**src/logic/legacy_timer_pkg.sv**
```systemverilog
// Purpose: Shared constants and carrier types for the dual counter/timer
// Assumes: Single system clock, prescaled tick arrives as a one-cycle pulse
// Notes:   Mode codes follow the two-bit mode field layout
package legacy_timer_pkg;

   // Mode field encodings
   localparam logic [1:0] mode_13bit  = 2'h0;
   localparam logic [1:0] mode_16bit  = 2'h1;
   localparam logic [1:0] mode_reload = 2'h2;
   localparam logic [1:0] mode_idle   = 2'h3;

   // Count layout and reset values
   localparam int         low_field_width = 5;
   localparam logic [7:0] byte_reset      = 8'h00;
   localparam logic [7:0] byte_ones       = 8'hff;
   localparam logic [4:0] low5_ones       = 5'h1f;

   // Per-timer configuration
   typedef struct packed {
      logic [1:0] mode;
      logic       run_bit;
      logic       gate_control;
      logic       count_source_select;
      logic       fast_clock_select;
      logic       gate_polarity;
      logic       overflow_irq_enable;
   } timer_config_type;

   // Software write of the count bytes and flag
   typedef struct packed {
      logic       low_write;
      logic       high_write;
      logic [7:0] write_data;
      logic       flag_clear;
      logic       vector_ack;
   } timer_access_type;

   // Visible timer state
   typedef struct packed {
      logic [7:0] low_byte;
      logic [7:0] high_byte;
      logic       overflow_flag;
      logic       irq;
   } timer_status_type;

endpackage : legacy_timer_pkg

```
**src/logic/legacy_timer_unit.sv**
```systemverilog
// Purpose: One counter/timer channel with event edge detect and modes
// Assumes: Event and gate pins synchronous to clk
// Notes:   Instantiated once for each timer
`timescale 1ns/10ps
`default_nettype none

module legacy_timer_unit (
   input  wire logic                                clk,
   input  wire logic                                rst,
   input  wire logic                                clk_en,
   input  wire logic                                prescale_tick,
   input  wire logic                                event_pin,
   input  wire logic                                gate_input,
   input  wire legacy_timer_pkg::timer_config_type  cfg,
   input  wire legacy_timer_pkg::timer_access_type  acc,
   output legacy_timer_pkg::timer_status_type       status
);

   typedef struct packed {
      logic       event_prev;
      logic [7:0] low_byte;
      logic [7:0] high_byte;
      logic       overflow_flag;
      logic       irq;
   } unit_state_type;

   unit_state_type state;
   unit_state_type next_state;

   ////////////////////////////////////////////////////////////////////////
   // Next-state logic
   always_comb begin
      logic tick;
      logic enable;
      logic wrap;
      logic [7:0] low_inc;
      tick    = 1'b0;
      enable  = 1'b0;
      wrap    = 1'b0;
      low_inc = 8'h00;
      next_state = state;
      next_state.event_prev = event_pin;
      // Source choice among three clocks
      if (cfg.count_source_select) begin
         tick = state.event_prev & ~event_pin;              // see RULE2
      end else if (cfg.fast_clock_select) begin
         tick = 1'b1;                                       // see RULE3
      end else begin
         tick = prescale_tick;                              // see RULE1 RULE3 RULE19
      end
      // Gate qualifies run
      enable = cfg.run_bit &
               (~cfg.gate_control | (gate_input == cfg.gate_polarity)); // see RULE10 RULE11
      low_inc = state.low_byte + 8'h01;
      // Count, run never resets count
      if (enable && tick) begin                              // see RULE12
         unique case (cfg.mode)
            legacy_timer_pkg::mode_13bit: begin             // see RULE6 RULE17
               next_state.low_byte[4:0] = low_inc[4:0];
               if (state.low_byte[4:0] == legacy_timer_pkg::low5_ones) begin
                  next_state.high_byte = state.high_byte + 8'h01;
                  wrap = (state.high_byte == legacy_timer_pkg::byte_ones); // see RULE7
               end
            end
            legacy_timer_pkg::mode_16bit: begin             // see RULE8
               next_state.low_byte = low_inc;
               if (state.low_byte == legacy_timer_pkg::byte_ones) begin
                  next_state.high_byte = state.high_byte + 8'h01;
                  wrap = (state.high_byte == legacy_timer_pkg::byte_ones);
               end
            end
            legacy_timer_pkg::mode_reload: begin            // see RULE9
               if (state.low_byte == legacy_timer_pkg::byte_ones) begin
                  next_state.low_byte = state.high_byte;
                  wrap = 1'b1;
               end else begin
                  next_state.low_byte = low_inc;
               end
            end
            legacy_timer_pkg::mode_idle: begin
               wrap = 1'b0;                                 // Inactive, holds
            end
         endcase
      end
      // Software byte writes override counting
      if (acc.low_write) begin
         next_state.low_byte = acc.write_data;              // see RULE5
      end
      if (acc.high_write) begin
         next_state.high_byte = acc.write_data;             // see RULE5
      end
      // Set wins over software clear and vector clear
      if (wrap) begin
         next_state.overflow_flag = 1'b1;                   // see RULE7
      end else if (acc.flag_clear || acc.vector_ack) begin
         next_state.overflow_flag = 1'b0;                   // see RULE18
      end
      next_state.irq = next_state.overflow_flag & cfg.overflow_irq_enable; // see RULE14
   end

   ////////////////////////////////////////////////////////////////////////
   // State register
   always_ff @(posedge clk) begin
      if (rst) begin
         state <= '0;
      end else if (clk_en) begin
         state <= next_state;
      end
   end

   assign status.low_byte      = state.low_byte;
   assign status.high_byte     = state.high_byte;
   assign status.overflow_flag = state.overflow_flag;
   assign status.irq           = state.irq;

endmodule : legacy_timer_unit

`default_nettype wire

```
**src/logic/dual_legacy_counter_timer.sv**
```systemverilog
// Purpose: Two independent legacy counter/timers with overflow requests
// Assumes: All pins synchronous to clk; prescaled tick is a one-cycle pulse
// Notes:   Control bits are plain ports; no register bus
//
// Operation
// RULE1: Three count sources, tick, sysclk or event
// RULE2: Event mode counts falling event-pin edges
// RULE3: Timer mode uses sysclk or prescaled tick
// RULE4: Event levels last two cycles minimum
// RULE5: Sixteen-bit count accessed as two bytes
// RULE6: Thirteen-bit uses high byte, low five
// RULE7: Thirteen-bit wrap sets overflow flag
// RULE8: Sixteen-bit mode uses all bits
// RULE9: Reload mode reloads low from high
// RULE10: Count only when run and gate allow
// RULE11: Gate active level set by polarity
// RULE12: Setting run keeps the count value
// RULE13: Software preloads count before running
// RULE14: Interrupt when flag and enable set
// RULE15: Each timer has own mode field
// RULE16: Second timer identical with own bits
// RULE17: Mode codes 13, 16, reload, inactive
// RULE18: Flag cleared by software or vectoring
// RULE19: Prescaled tick is single-cycle enable pulse
`timescale 1ns/10ps
`default_nettype none

module dual_legacy_counter_timer (
   input  wire logic                                clk,
   input  wire logic                                rst,
   input  wire logic                                clk_en,
   input  wire logic                                prescale_tick,
   input  wire logic                                first_event_pin,
   input  wire logic                                second_event_pin,
   input  wire logic                                first_gate_input,
   input  wire logic                                second_gate_input,
   input  wire legacy_timer_pkg::timer_config_type  first_config,
   input  wire legacy_timer_pkg::timer_config_type  second_config,
   input  wire legacy_timer_pkg::timer_access_type  first_access,
   input  wire legacy_timer_pkg::timer_access_type  second_access,
   output legacy_timer_pkg::timer_status_type       first_status,
   output legacy_timer_pkg::timer_status_type       second_status
);

   ////////////////////////////////////////////////////////////////////////
   // Independent channels, each with own mode field
   legacy_timer_unit first_unit (                          // see RULE15
      .clk           (clk),
      .rst           (rst),
      .clk_en        (clk_en),
      .prescale_tick (prescale_tick),
      .event_pin     (first_event_pin),
      .gate_input    (first_gate_input),
      .cfg           (first_config),
      .acc           (first_access),
      .status        (first_status)
   );

   // Second channel, own pins and bits
   legacy_timer_unit second_unit (                         // see RULE16
      .clk           (clk),
      .rst           (rst),
      .clk_en        (clk_en),
      .prescale_tick (prescale_tick),
      .event_pin     (second_event_pin),
      .gate_input    (second_gate_input),
      .cfg           (second_config),
      .acc           (second_access),
      .status        (second_status)
   );

endmodule : dual_legacy_counter_timer

`default_nettype wire

```
**config.mk**
```make
export PLATFORM = sky130hd
export DESIGN_NAME = dual_legacy_counter_timer
export DESIGN_NICKNAME = d
export VERILOG_FILES = /design/src/logic/legacy_timer_pkg.sv /design/src/logic/legacy_timer_unit.sv /design/src/logic/dual_legacy_counter_timer.sv
export SDC_FILE = /design/constraint.sdc
export NUM_CORES = 1
export LEC_CHECK = 0
export ABC_AREA = 1
export ABC_CLOCK_PERIOD_IN_PS = 2080
export BUFFER_PORTS_ARGS = -buffer_cell sky130_fd_sc_hd__buf_2
export CAP_MARGIN = 20
export CORE_AREA = 10 10 143 112
export DETAILED_ROUTE_END_ITERATION = 10
export DIE_AREA = 0 0 153 122
export GPL_TIMING_DRIVEN = 0
export PLACE_DENSITY = 0.49
export RECOVER_POWER = 50
export SLEW_MARGIN = 25
export SYNTH_ARGS = -nofsm -noshare
export SYNTH_HDL_FRONTEND = slang
export SYNTH_SLANG_ARGS = --single-unit
```
**constraint.sdc**
```tcl
create_clock -name clk -period 2.08 [get_ports clk]
set_input_delay 0.208 -clock clk [delete_from_list [all_inputs] [get_ports clk]]
set_output_delay 0.208 -clock clk [all_outputs]
set_load 0.03 [all_outputs]
```
# Word-level counts from Yosys, hierarchy flattened
# Index checks and enable logic that the tools add are counted.
[word_totals]
reg_bits = 38
in_bits = 48
output_inout_bits = 36
[classes]
add_sub_neg = 4
n_eq_ne = 18
n_mux = 36
bitwise = 12
reduce_logical = 24
[ops]
columns = ["cell", "count"]
rows = [
  ["$mux 8", 10],
  ["$add 8x1->8 const B", 4],
  ["$eq 8x8->1 const B", 4],
  ["$mux 16", 2],
  ["$pmux 8 s2", 2],
  ["$pmux 5 s2", 2],
  ["$reduce_bool 3->1", 6],
  ["$mux 1", 16],
  ["$ne 3x2->1 const B", 4],
  ["$pmux 3 s2", 2],
  ["$reduce_and 3->1", 4],
  ["$eq 5x5->1 const B", 2],
  ["$reduce_and 5->1", 2],
  ["$eq 2x2->1 const B", 4],
  ["$pmux 1 s4", 2],
  ["$reduce_bool 2->1", 4],
  ["$and 1x1->1", 6],
  ["$eq 2x1->1 const B", 2],
  ["$logic_not 2->1", 2],
  ["$not 1->1", 4],
  ["$reduce_or 2->1", 2],
  ["$eq 1x1->1", 2],
  ["$logic_and 1x1->1", 2],
  ["$logic_or 1x1->1", 2],
  ["$or 1x1->1", 2],
]

# Depth between registers and ports, before layout
# Gate-level depths: netlist (run 1).
[logic_depth]
ltp_word = 7
ltp_mapped = 12
mapped_depth_nobuf = 12

# By module
# A second synthesis (run 1) with hierarchy kept.
[unflattened]
cells_unflattened = 502
hier_area_um2 = 3072.9
[modules_own_cells]
columns = ["module", "instances", "cells_each", "area_each_um2"]
rows = [
  ["legacy_timer_unit", 2, 251, 1536.5],
]

# Worst setup path before layout (run 1)
# Ideal clock, no wire load.
[synth_path]
path_kind = "flip-flop to flip-flop"
start = "reg first_unit.state (netlist bit first_unit.status[10])"
end = "reg first_unit.state (netlist bit first_unit.status[9])"
setup_ps = 113
arrival_time_ps = 1467
required_time_ps = 1967
slack_ps = 501
stages_incl_launch_ff = 11
n_path_buf = 1
synth_period_minus_slack_ps = 1579
cell_sequence = "dfxtp_1 -> ha_1 -> nand2_2 -> nor2_8 -> ha_1 -> o21ai_1 -> inv_1 -> nand4_4 -> buf_6 -> nor2_1 -> nor2_1"
[synth_between]
elab_chain_cells = 3
[synth_lines]
columns = ["item", "line_no", "source"]
rows = [
  ["start, declared", "legacy_timer_unit.sv:27", "unit_state_type state;"],
  ["start signal, assigned", "legacy_timer_unit.sv:107", "state <= next_state;"],
  ["$eq 8x8->1 / $eq 5x5->1 (equally long branches)", "legacy_timer_unit.sv:67, legacy_timer_unit.sv:60", ""],
  ["$ne 3x2->1 (no line)", "--", ""],
  ["$reduce_and 5->1 (no line) *", "--", ""],
]
# Every way passes the cells marked *; elsewhere a longest branch is shown, timed or not.
# A chain may end at the register's enable or synchronous reset.

# Final worst setup path (run 1)
[layout_path]
start = "reg first_unit.state (netlist bit first_unit.status[11])"
end = "reg first_unit.state (netlist bit first_unit.status[7])"
# Same word-level chain as after synthesis.

==> reports/qor.yml, run 1 <==
status: "complete, no violations"
synth_simple_gate_area_share_pct: 45.50
peakVddDrop_uv: 415.7
drt-total-wl_mm: 10.10
cts_tree: "yes"
reg2reg_slack_ns: 0.24
cpPeakStageDelay_ns: 0.38
clock_path_buffers: 2
fmax_mhz: 543.0
synth_mux_area_share_pct: 0
cts_root_buffer: "clkbuf_16"
first_iter_violations: 178
period_share_pct: 88.54
synth_fa_ha_area_share_pct: 2.316
rsz0062_at_grt: "false"
path_clk_slew_ns: 0.07
ys_ff_latch: 38
worst_slew_margin_rel_pct: 62.79
cts_hold_buf: 0
first_pass_iters: 4
ant_nets: 0
avgSynthCellArea_um2: 5.852
hold_path_depth: 3
arrival_ns: 2.02
cp_cell_sequence: "ha_1 -> nand2_2 -> nor2_8 -> ha_1 -> o21ai_1 -> inv_1 -> nand4_4 -> buf_6 -> nor2_1 -> nor2_1"
critPathBufInv: 2
p_leak_nw: 2.119
critPathTopFamily: "simple AND/OR/NAND/NOR gates"
worst_slew_pin_slew_ns: 0.5582
gr-usage-all-layers_pct: 10.51
critPathMaxFanout: 10
die_y_um: 122
fp.dieW_um: 153
rows: 37
synth_top_cell_area_share_pct: 23.47
mostFrequentLayoutCells: "190 x nand2_1, 84 x nor2_1, 57 x inv_1"
drc_errors: 0
grt-ovfl-total: 0
cts_buffers: 5
synth_compound_area_share_pct: 8.452
r2r_start: "first_unit.status[11]"
post_drt_wl_per_cell_um: 12.34
grt_max_degree: 13
insertion_delay_ns: 0.29
synth_top_area_cell: "dfxtp_1"
worstHoldStart: "second_event_pin"
p_per_area_mw_per_mm2: 594.7
finalMaxSlewViolations: 0
dp_hpwl_mm: 8.304
hold_viol: 0
maxCapViolCount: 0
critPathRequiredTime_ns: 2.26
drive_gt1_share_pct: 20.06
synthCells: 554
timing.hold.ws_ns: 0.1839
syn_nets: 608
post_cts_buffers: 0
period_needed_ns: 1.842
area_delta_synth_final_pct: 23.00
yosys.area_share.xor_xnor_pct: 1.891
vias: 3471
synth_area_mm2: 0.003242
portBuffers: 81
grt_pass1_wl_mm: 16.42
hold-path-endpoint: "second_unit.state[18]"
yosysSeqAreaShare_pct: 23.47
synthTopCellsByArea: "dfxtp_1 23%, nand2_1 22%, nor2_1 9.7%"
slowest_stage: "dfxtp_1"
ff2ff_path_depth: 10
tns_ns: 0
setup_violations: 0
cts_max_level: 2
antenna_found_initial: 0
path_class: "reg -> reg"
dieArea_mm2: 0.01867
start_util_pct: 24.31
antenna_cells: 0
timing.rr.end: "first_unit.status[7]"
io_pins: 84
core_mm2: 0.01333
gp_congestion: 0.8598
grt_pass1_vias: 3341
cts_resized: 0
hold_class: "in -> reg"
endpoint_kind: "register"
synth_top_family_by_area: "simple AND/OR/NAND/NOR gates"
yosysWarningCount: 0
detail_route.vias_per_cell: 4.243
layout_commonest_cell: "nand2_1"
ys_types: 30
nets: 696
fin_skew_ns: 0.006520
cts.sinks: 38
critPathLaunchType: "register"
-- cell usage after synthesis, drive strengths merged --
cell type and n:
xor2 5, o21ai 34, ha 6, nor3 1, clkbuf 4, dfxtp 38, buf 45, o211ai 4
nand3b 4, a21oi 11, xnor2 2, inv 65, or2 3, nand2 194, nand4 8, nor2 89
nand3 41
-- metal layers --
layer,part of all wire (%),wire length [um],track usage [%]
met5,0,0,0
met3,6.8,686,3.169
met1,48,4853,13.62
met4,0.51,51,1.962
met2,45,4506,17.05
-- worst max-delay path by stage --
stage               slack (ns)               endpoint  cells past startpoint                   start
finish                    0.24   first_unit.status[7]                     10   first_unit.status[11]
detailed placement        0.26   first_unit.status[8]                     11   first_unit.status[11]
CTS                       0.23   first_unit.status[8]                     11   first_unit.status[11]
global placement          0.28   first_unit.status[9]                     10   first_unit.status[11]
floorplan                 0.50   first_unit.status[9]                     10   first_unit.status[10]
global route              0.02  second_unit.status[8]                     11  second_unit.status[10]
-- sequential cells by signal, summed over array words and instances (netlist names) --
name	flops
first_unit.status	18
second_unit.status	18
second_unit.state	1
first_unit.state	1
-- power breakdown --
group	switching, mW	internal (mW)	total, mW
sequential	0.0630	0.780	0.843
clock	0.333	0.562	0.895
combinational	0.398	0.235	0.633
total	0.794	1.58	2.37
-- cell type report --
cell class	instances	area [um2]
repair buffers	81	361.6
well taps	175	219.0
plain buffers	49	351.6
flip-flops and latches	38	760.7
multi-input cells	402	1886
clock inverters	3	40.04
clock buffers	5	125.1
fillers	1562	9345
inverters	65	244.0
-- kinds of logic after synthesis --
kind of cell	count (synthesis)
simple gates	340
buf+inv	114
fa+ha+maj	6
xor+xnor	7
flops	38
compound gates	49
-- stage by stage --
stage | total power, mW | utilization [%] | std cells | cell area (um2) | setup WS, ns
after floorplan | 1.310 | - | 554 | 3242 | 0.5006
after global placement | 1.503 | 29.00 | 810 | 3866 | 0.2774
after detailed placement | 1.508 | 29.00 | 810 | 3866 | 0.2629
after CTS | 2.413 | 30.24 | 818 | 4031 | 0.2339
after global routing | 2.514 | 29.91 | 818 | 3988 | 0.01920
final | 2.371 | 29.91 | 818 | 3988 | 0.2385
-- worst reg2reg max path, cell delays in order (launching register included) --
cell and delay, ns:
dfxtp_1 0.38, ha_1 0.20, nand2_2 0.10, nor2_8 0.14
ha_1 0.19, o21ai_1 0.08, inv_1 0.09, nand4_4 0.18
buf_6 0.20, nor2_1 0.11, nor2_1 0.06
Note: power is estimated with default switching activity, not from simulation.
==> inputs of run 2 (changes only) <==
- ABC_AREA: 1 -> not set
- CORE_AREA: 10 10 143 112 -> 10 10 140 110
- DIE_AREA: 0 0 153 122 -> 0 0 150 120
==> run 2 against run 1 <==
Cell area rose by 3.9%; via count is 1.6% higher; clock-buffer cell count up 1; sequential share of layout area fell by 0.24 points; first-iteration DRC count is 120% higher; non-clock buffer count increased by 18; register-to-register slack worse by 0.21 ns; routed wire length up 17%; die area shrank 3.6%; clock skew fell by 0.0026 ns; power rose by 4.9%; core utilization increased by 2.7 points; critical path type unchanged; critical endpoint is now second_unit.status[10]; largest cell class unchanged; largest power group unchanged.
==> reports/qor.yml, run 2 <==
grt_max_degree: 13  # unchanged
post_drt_wl_per_cell_um: 17.77  # +44%
clock_path_buffers: 2  # unchanged
p_comb_share_pct: 23.7  # -3.0 points
dp_hpwl_mm: 9.091  # +9.5%
synth_top_cell_area_share_pct: 24.76  # +1.3 points
path_class: "reg -> reg"
timing.hold.ws_ns: 0.1853  # +0.001405 ns
vias: 3527  # +1.6%
total_power_mw: 2.487  # +4.9%
antenna_cells: 0  # unchanged
layout_commonest_cell: "buf_2"
cts_buffers: 5  # unchanged
first_pass_iters: 5  # +1
io_pins: 84  # unchanged
dp.cells: 648  # -20%
grt_pass1_wl_mm: 17.83  # +8.6%
syn_nets: 449  # -26%
worst_slew_pin_slew_ns: 0.8248  # +0.2667 ns
p_per_area_mw_per_mm2: 600.1  # +0.91%
synthTopCellsByArea: "dfxtp_1 25%, buf_4 8.8%, nand2_1 3.8%"
worst_slew_margin_rel_pct: 45.01  # -18 points
clockPowerShare_pct: 42.0  # +4.2 points
rows: 36  # -2.7%
synth_most_common_cell: "dfxtp_1"
synth_fa_ha_area_share_pct: 2.443  # +0.13 points
rsz0062_at_grt: "true"
synthCells: 395  # -29%
fin_skew_ns: 0.003919  # -0.002601 ns
start_util_pct: 24.19  # -0.12 points
setup_violations: 0  # unchanged
switching_share_pct: 30.28  # -3.2 points
yosys.area_share.xor_xnor_pct: 2.280  # +0.39 points
synth_top_area_cell: "dfxtp_1"
critPathMaxFanout: 5  # -5
arrival_ns: 2.27  # +0.25 ns
p_leak_nw: 1.761  # -17%
cts_hold_buf: 0  # unchanged
synth_top_family_by_area: "compound AO/OA/AOI/OAI gates"
synth_edf_count: 0  # unchanged
mostFrequentLayoutCells: "73 x buf_2, 44 x buf_4, 30 x nand2_1, 30 x dfxtp_1, 24 x clkbuf_1"
hold_class: "in -> reg"
cpPeakStageDelay_ns: 0.46  # +0.08 ns
cts_tree: "yes"
peakVddDrop_uv: 342.2  # -18%
ys_ff_latch: 38  # unchanged
grt_pass1_vias: 3237  # -3.1%
avgSynthCellArea_um2: 7.780  # +33%
synth-main-ff-cell: "dfxtp_1"
cts_root_buffer: "clkbuf_16"
critPathLaunchType: "register"
core_mm2: 0.01270  # -4.7%
die_y_um: 120  # -1.6%
dieArea_mm2: 0.01800  # -3.6%
first_iter_violations: 399  # +120%
final_util_pct: 32.62  # +2.7 points
nets: 549  # -21%
critPathRequiredTime_ns: 2.30  # +0.04 ns
drive_gt1_share_pct: 34.07  # +14 points
gr-usage-all-layers_pct: 12.24  # +1.7 points
yosysWarningCount: 0  # unchanged
cp_cell_sequence: "nand4_1 -> buf_4 -> or3_1 -> mux2_1 -> o2111ai_1 -> o211a_1"
hold_viol: 0  # unchanged
endpoint_kind: "register"
portBuffers: 82  # +1.2%
synth_compound_area_share_pct: 28.05  # +20 points
gp_congestion: 0.8954  # +4.1%
maxCapViolCount: 0  # unchanged
period_needed_ns: 2.049  # +0.2078 ns
synth_mux_area_share_pct: 5.212  # +5.2 points
slowest_stage: "or3_1"
pre_cts_ws_ns: -0.2832  # -0.5461 ns
stdcell_area_mm2: 0.004144  # +3.9%
fmax_mhz: 488.0  # -10%
detail_route.vias_per_cell: 5.288  # +25%
ys_types: 65  # +120%
fin_ws_ns: 0.03068  # -0.2078 ns
fp.dieW_um: 150  # -2.0%
grt-ovfl-total: 0  # unchanged
yosysSeqAreaShare_pct: 24.76  # +1.3 points
power_frac_seq_pct: 34.3  # -1.2 points
status: "complete, no violations"
dpl_cell_area_mm2: 0.003697  # -4.4%
insertion_delay_ns: 0.28  # about the same
synth_simple_gate_area_share_pct: 24.23  # -21 points
final_cell_count_no_fill: 667  # -18%
period_share_pct: 98.52  # +10 points
drc_errors: 0  # unchanged
finalMaxSlewViolations: 0  # unchanged
tns_ns: 0  # unchanged
cts_max_level: 2  # unchanged
intPower_mw: 1.734  # +9.9%
drt-total-wl_mm: 11.85  # +17%
path_clk_slew_ns: 0.06  # about the same
antenna_found_initial: 0  # unchanged
cts.sinks: 38  # unchanged
synth_common_cells: "38 x dfxtp_1, 36 x buf_4, 31 x nand2_1, 23 x nor2_1, 18 x a21oi_1"
switchingPower_uw: 753.1  # -5.1%
synth-async-reset-ratio_pct: 0  # unchanged
area_delta_synth_final_pct: 34.85
ant_nets: 0  # unchanged
synth_area_mm2: 0.003073  # -5.2%
[run 2: final cells by class]
class,count,area (um2)
clock buffer,6,138.9
clock inverter,2,60.06
fill,1402,8558
inverter,15,56.30
sequential,38,780.7
timing repair buffer,93,485.5
tap,171,214.0
buffer,55,357.8
multi-input combinational,287,2051
[run 2: layer usage]
layer | global-route usage (%) | part of all wire [%] | vias up
li1 | - | - | 1669
met1 | 18.46 | 49 | 1676
met2 | 17.02 | 41 | 174
met3 | 2.816 | 8.7 | 8
met4 | 2.485 | 1.0 | 0
met5 | 0 | 0 | -
[run 2: worst max-delay path: cells and delay by family, from the launching register on]
kind                   cells  cell delay, ns
and+or+nand+nor            2            0.68
muxes                      1            0.34
buffers and inverters      1            0.21
AOI/OAI and AO/OA          2            0.34
DFF                        1            0.41
[run 2: worst paths after layout]
check | start | endpoint | slack, ns | cells after the start
worst min register to register | second_unit.status[1] | second_unit.status[1] | 0.49 | 1
worst max register to register | second_unit.status[15] | second_unit.status[10] | 0.03 | 6
worst max-delay path | second_unit.status[15] | second_unit.status[10] | 0.03 | 6
worst min-delay path | second_event_pin | second_unit.state[18] | 0.19 | 3
[run 2: power by group through the flow]
stage	logic (mW)	registers, mW	clock network, mW
after global routing	0.636	0.863	1.09
after floorplan	0.383	0.838	0
final	0.588	0.853	1.05
after global placement	0.557	0.864	0
after CTS	0.570	0.850	1.06
after detailed placement	0.561	0.864	0
[run 2: cells by family (layout without fill, tap and decap cells)]
| logic type | count (synthesis) | in the layout |
|---|---|---|
| compound gates | 119 | 119 |
| flops | 38 | 38 |
| simple gates | 139 | 139 |
| mux | 15 | 15 |
| buf+inv | 70 | 171 |
| xor+xnor | 8 | 8 |
| fa+ha+maj | 6 | 6 |
[run 2: timing repair]
action	in CTS	in global routing
setup buffers	3	7
gates resized for setup	15	33
pin swaps	2	17
setup endpoints to repair	26	26
cloned	1	0
==> inputs of run 3 (changes only) <==
- ABC_CLOCK_PERIOD_IN_PS: 2080 -> 2300
- CTS_BUF_LIST: not set -> sky130_fd_sc_hd__clkbuf_16
- SKIP_CTS_REPAIR_TIMING: not set -> 1
- clock period: 2.08 -> 2.3 ns (I/O delays scaled with it)
==> run 3 against run 2 <==
Worst setup slack better by 0.13 ns; critical path depth stayed put; maximum frequency shrank 4.1%; clock power is 13% lower; highest routed layer unchanged; critical path type unchanged.
==> reports/qor.yml, run 3 (synthesis results as in run 2) <==
insertion_delay_ns: 0.28  # about the same
vias: 3454  # -2.1%
grt-ovfl-total: 0  # unchanged
cts_buffers: 5  # unchanged
fin_skew_ns: 0.004843  # +0.0009241 ns
status: "complete, no violations"
cts_max_level: 2  # unchanged
grt_pass1_wl_mm: 17.70  # -0.73%
dp_hpwl_mm: 9.091  # unchanged
grt_pass1_vias: 3232  # -0.15%
total_power_mw: 2.190  # -12%
n_fill_cell: 1427  # +1.8%
detail_route.vias_per_cell: 5.241  # -0.88%
timing.hold.ws_ns: 0.2035  # +0.01828 ns
critPathRequiredTime_ns: 2.49  # +0.19 ns
worst_slew_margin_rel_pct: 49.21  # +4.2 points
path_clk_slew_ns: 0.06  # about the same
stdcell_area_mm2: 0.003901  # -5.9%
die_y_um: 120  # unchanged
period_needed_ns: 2.137  # +0.08758 ns
antenna_found_initial: 0  # unchanged
peakVddDrop_uv: 314.8  # -8.0%
antenna_cells: 0  # unchanged
rows: 36  # unchanged
endpoint_kind: "register"
hold_class: "in -> reg"
ant_nets: 0  # unchanged
maxCapViolCount: 0  # unchanged
nets: 541  # -1.5%
p_leak_nw: 1.560  # -11%
drc_errors: 0  # unchanged
critPathLaunchType: "register"
gp_congestion: 0.8954  # unchanged
hold_viol: 0  # unchanged
critPathMaxFanout: 7  # +2
post_drt_wl_per_cell_um: 17.58  # -1.0%
first_pass_iters: 5  # unchanged
gr-usage-all-layers_pct: 12.17  # -0.070 points
grt_max_degree: 13  # unchanged
area_delta_synth_final_pct: 26.95
layout_commonest_cell: "clkbuf_1"
portBuffers: 82  # unchanged
io_pins: 84  # unchanged
start_util_pct: 24.19  # unchanged
finalMaxSlewViolations: 0  # unchanged
core_mm2: 0.01270  # unchanged
mostFrequentLayoutCells: "50 x clkbuf_1, 47 x buf_2, 38 x buf_4"
arrival_ns: 2.33  # +0.06 ns
p_per_area_mw_per_mm2: 561.3  # -6.5%
cts_root_buffer: "clkbuf_16"
cts_tree: "yes"
dpl_cell_area_mm2: 0.003697  # unchanged
clock_path_buffers: 2  # unchanged
first_iter_violations: 366  # -8.3%
fp.dieW_um: 150  # unchanged
drive_gt1_share_pct: 23.98  # -10 points
period_share_pct: 92.91  # -5.6 points
rsz0062_at_grt: "false"
dieArea_mm2: 0.01800  # unchanged
path_class: "reg -> reg"
cts.sinks: 38  # unchanged
worst_slew_pin_slew_ns: 0.7618  # -0.06305 ns
drt-total-wl_mm: 11.59  # -2.2%
tns_ns: 0  # unchanged
fmax_mhz: 468.0  # -4.1%
setup_violations: 0  # unchanged
run 3: cell type report:
cell class / count / area [um2] / area share [%]
Tap cell: 171 / 214.0 / 5.484
Inverter: 15 / 56.30 / 1.443
Sequential cell: 38 / 764.5 / 19.60
Clock buffer: 5 / 125.1 / 3.207
Buffer: 55 / 356.6 / 9.140
Multi-Input combinational cell: 287 / 1936 / 49.62
Timing Repair Buffer: 85 / 385.4 / 9.878
Clock inverter: 3 / 63.81 / 1.636
run 3: path summary, 6_finish.rpt:
check | from | to | slack (ns) | depth (start not counted)
max reg2reg | first_unit.status[10] | first_unit.status[8] | 0.16 | 6
max | first_unit.status[10] | first_unit.status[8] | 0.16 | 6
min | first_config[0] | first_unit.status[0] | 0.20 | 3
min reg2reg | second_unit.status[1] | second_unit.status[1] | 0.49 | 1
run 3: power by group:
group | leakage (nW) | switching, mW | internal [mW]
Combinational | 1.16 | 0.307 | 0.198
Sequential | 0.313 | 0.0676 | 0.701
Clock | 0.0915 | 0.297 | 0.619
Total | 1.56 | 0.672 | 1.52
run 3: per-stage QoR:
step | utilization, % | instances | setup slack (ns)
2_1_floorplan | - | 395 | 0.3100
3_3_place_gp | 29.11 | 648 | -0.1093
3_5_place_dp | 29.11 | 648 | -0.08517
4_1_cts | 30.60 | 656 | -0.03611
5_1_grt | 30.71 | 659 | 0.007082
6_report | 30.71 | 659 | 0.1631
run 3: metal layers:
layer | GRT usage (%) | share of wire [%] | vias to the layer above
met5 | 0 | 0 | -
li1 | - | - | 1655
met3 | 2.854 | 7.8 | 10
met4 | 2.667 | 1.1 | 0
met2 | 16.91 | 40 | 154
met1 | 18.26 | 51 | 1635
run 3: critical path: stages (launching register included):
cell	delay [ns]
dfxtp_2	0.39
ha_2	0.21
nand3_2	0.16
o311ai_2	0.40
nand4_1	0.23
or4_1	0.54
o211ai_1	0.11
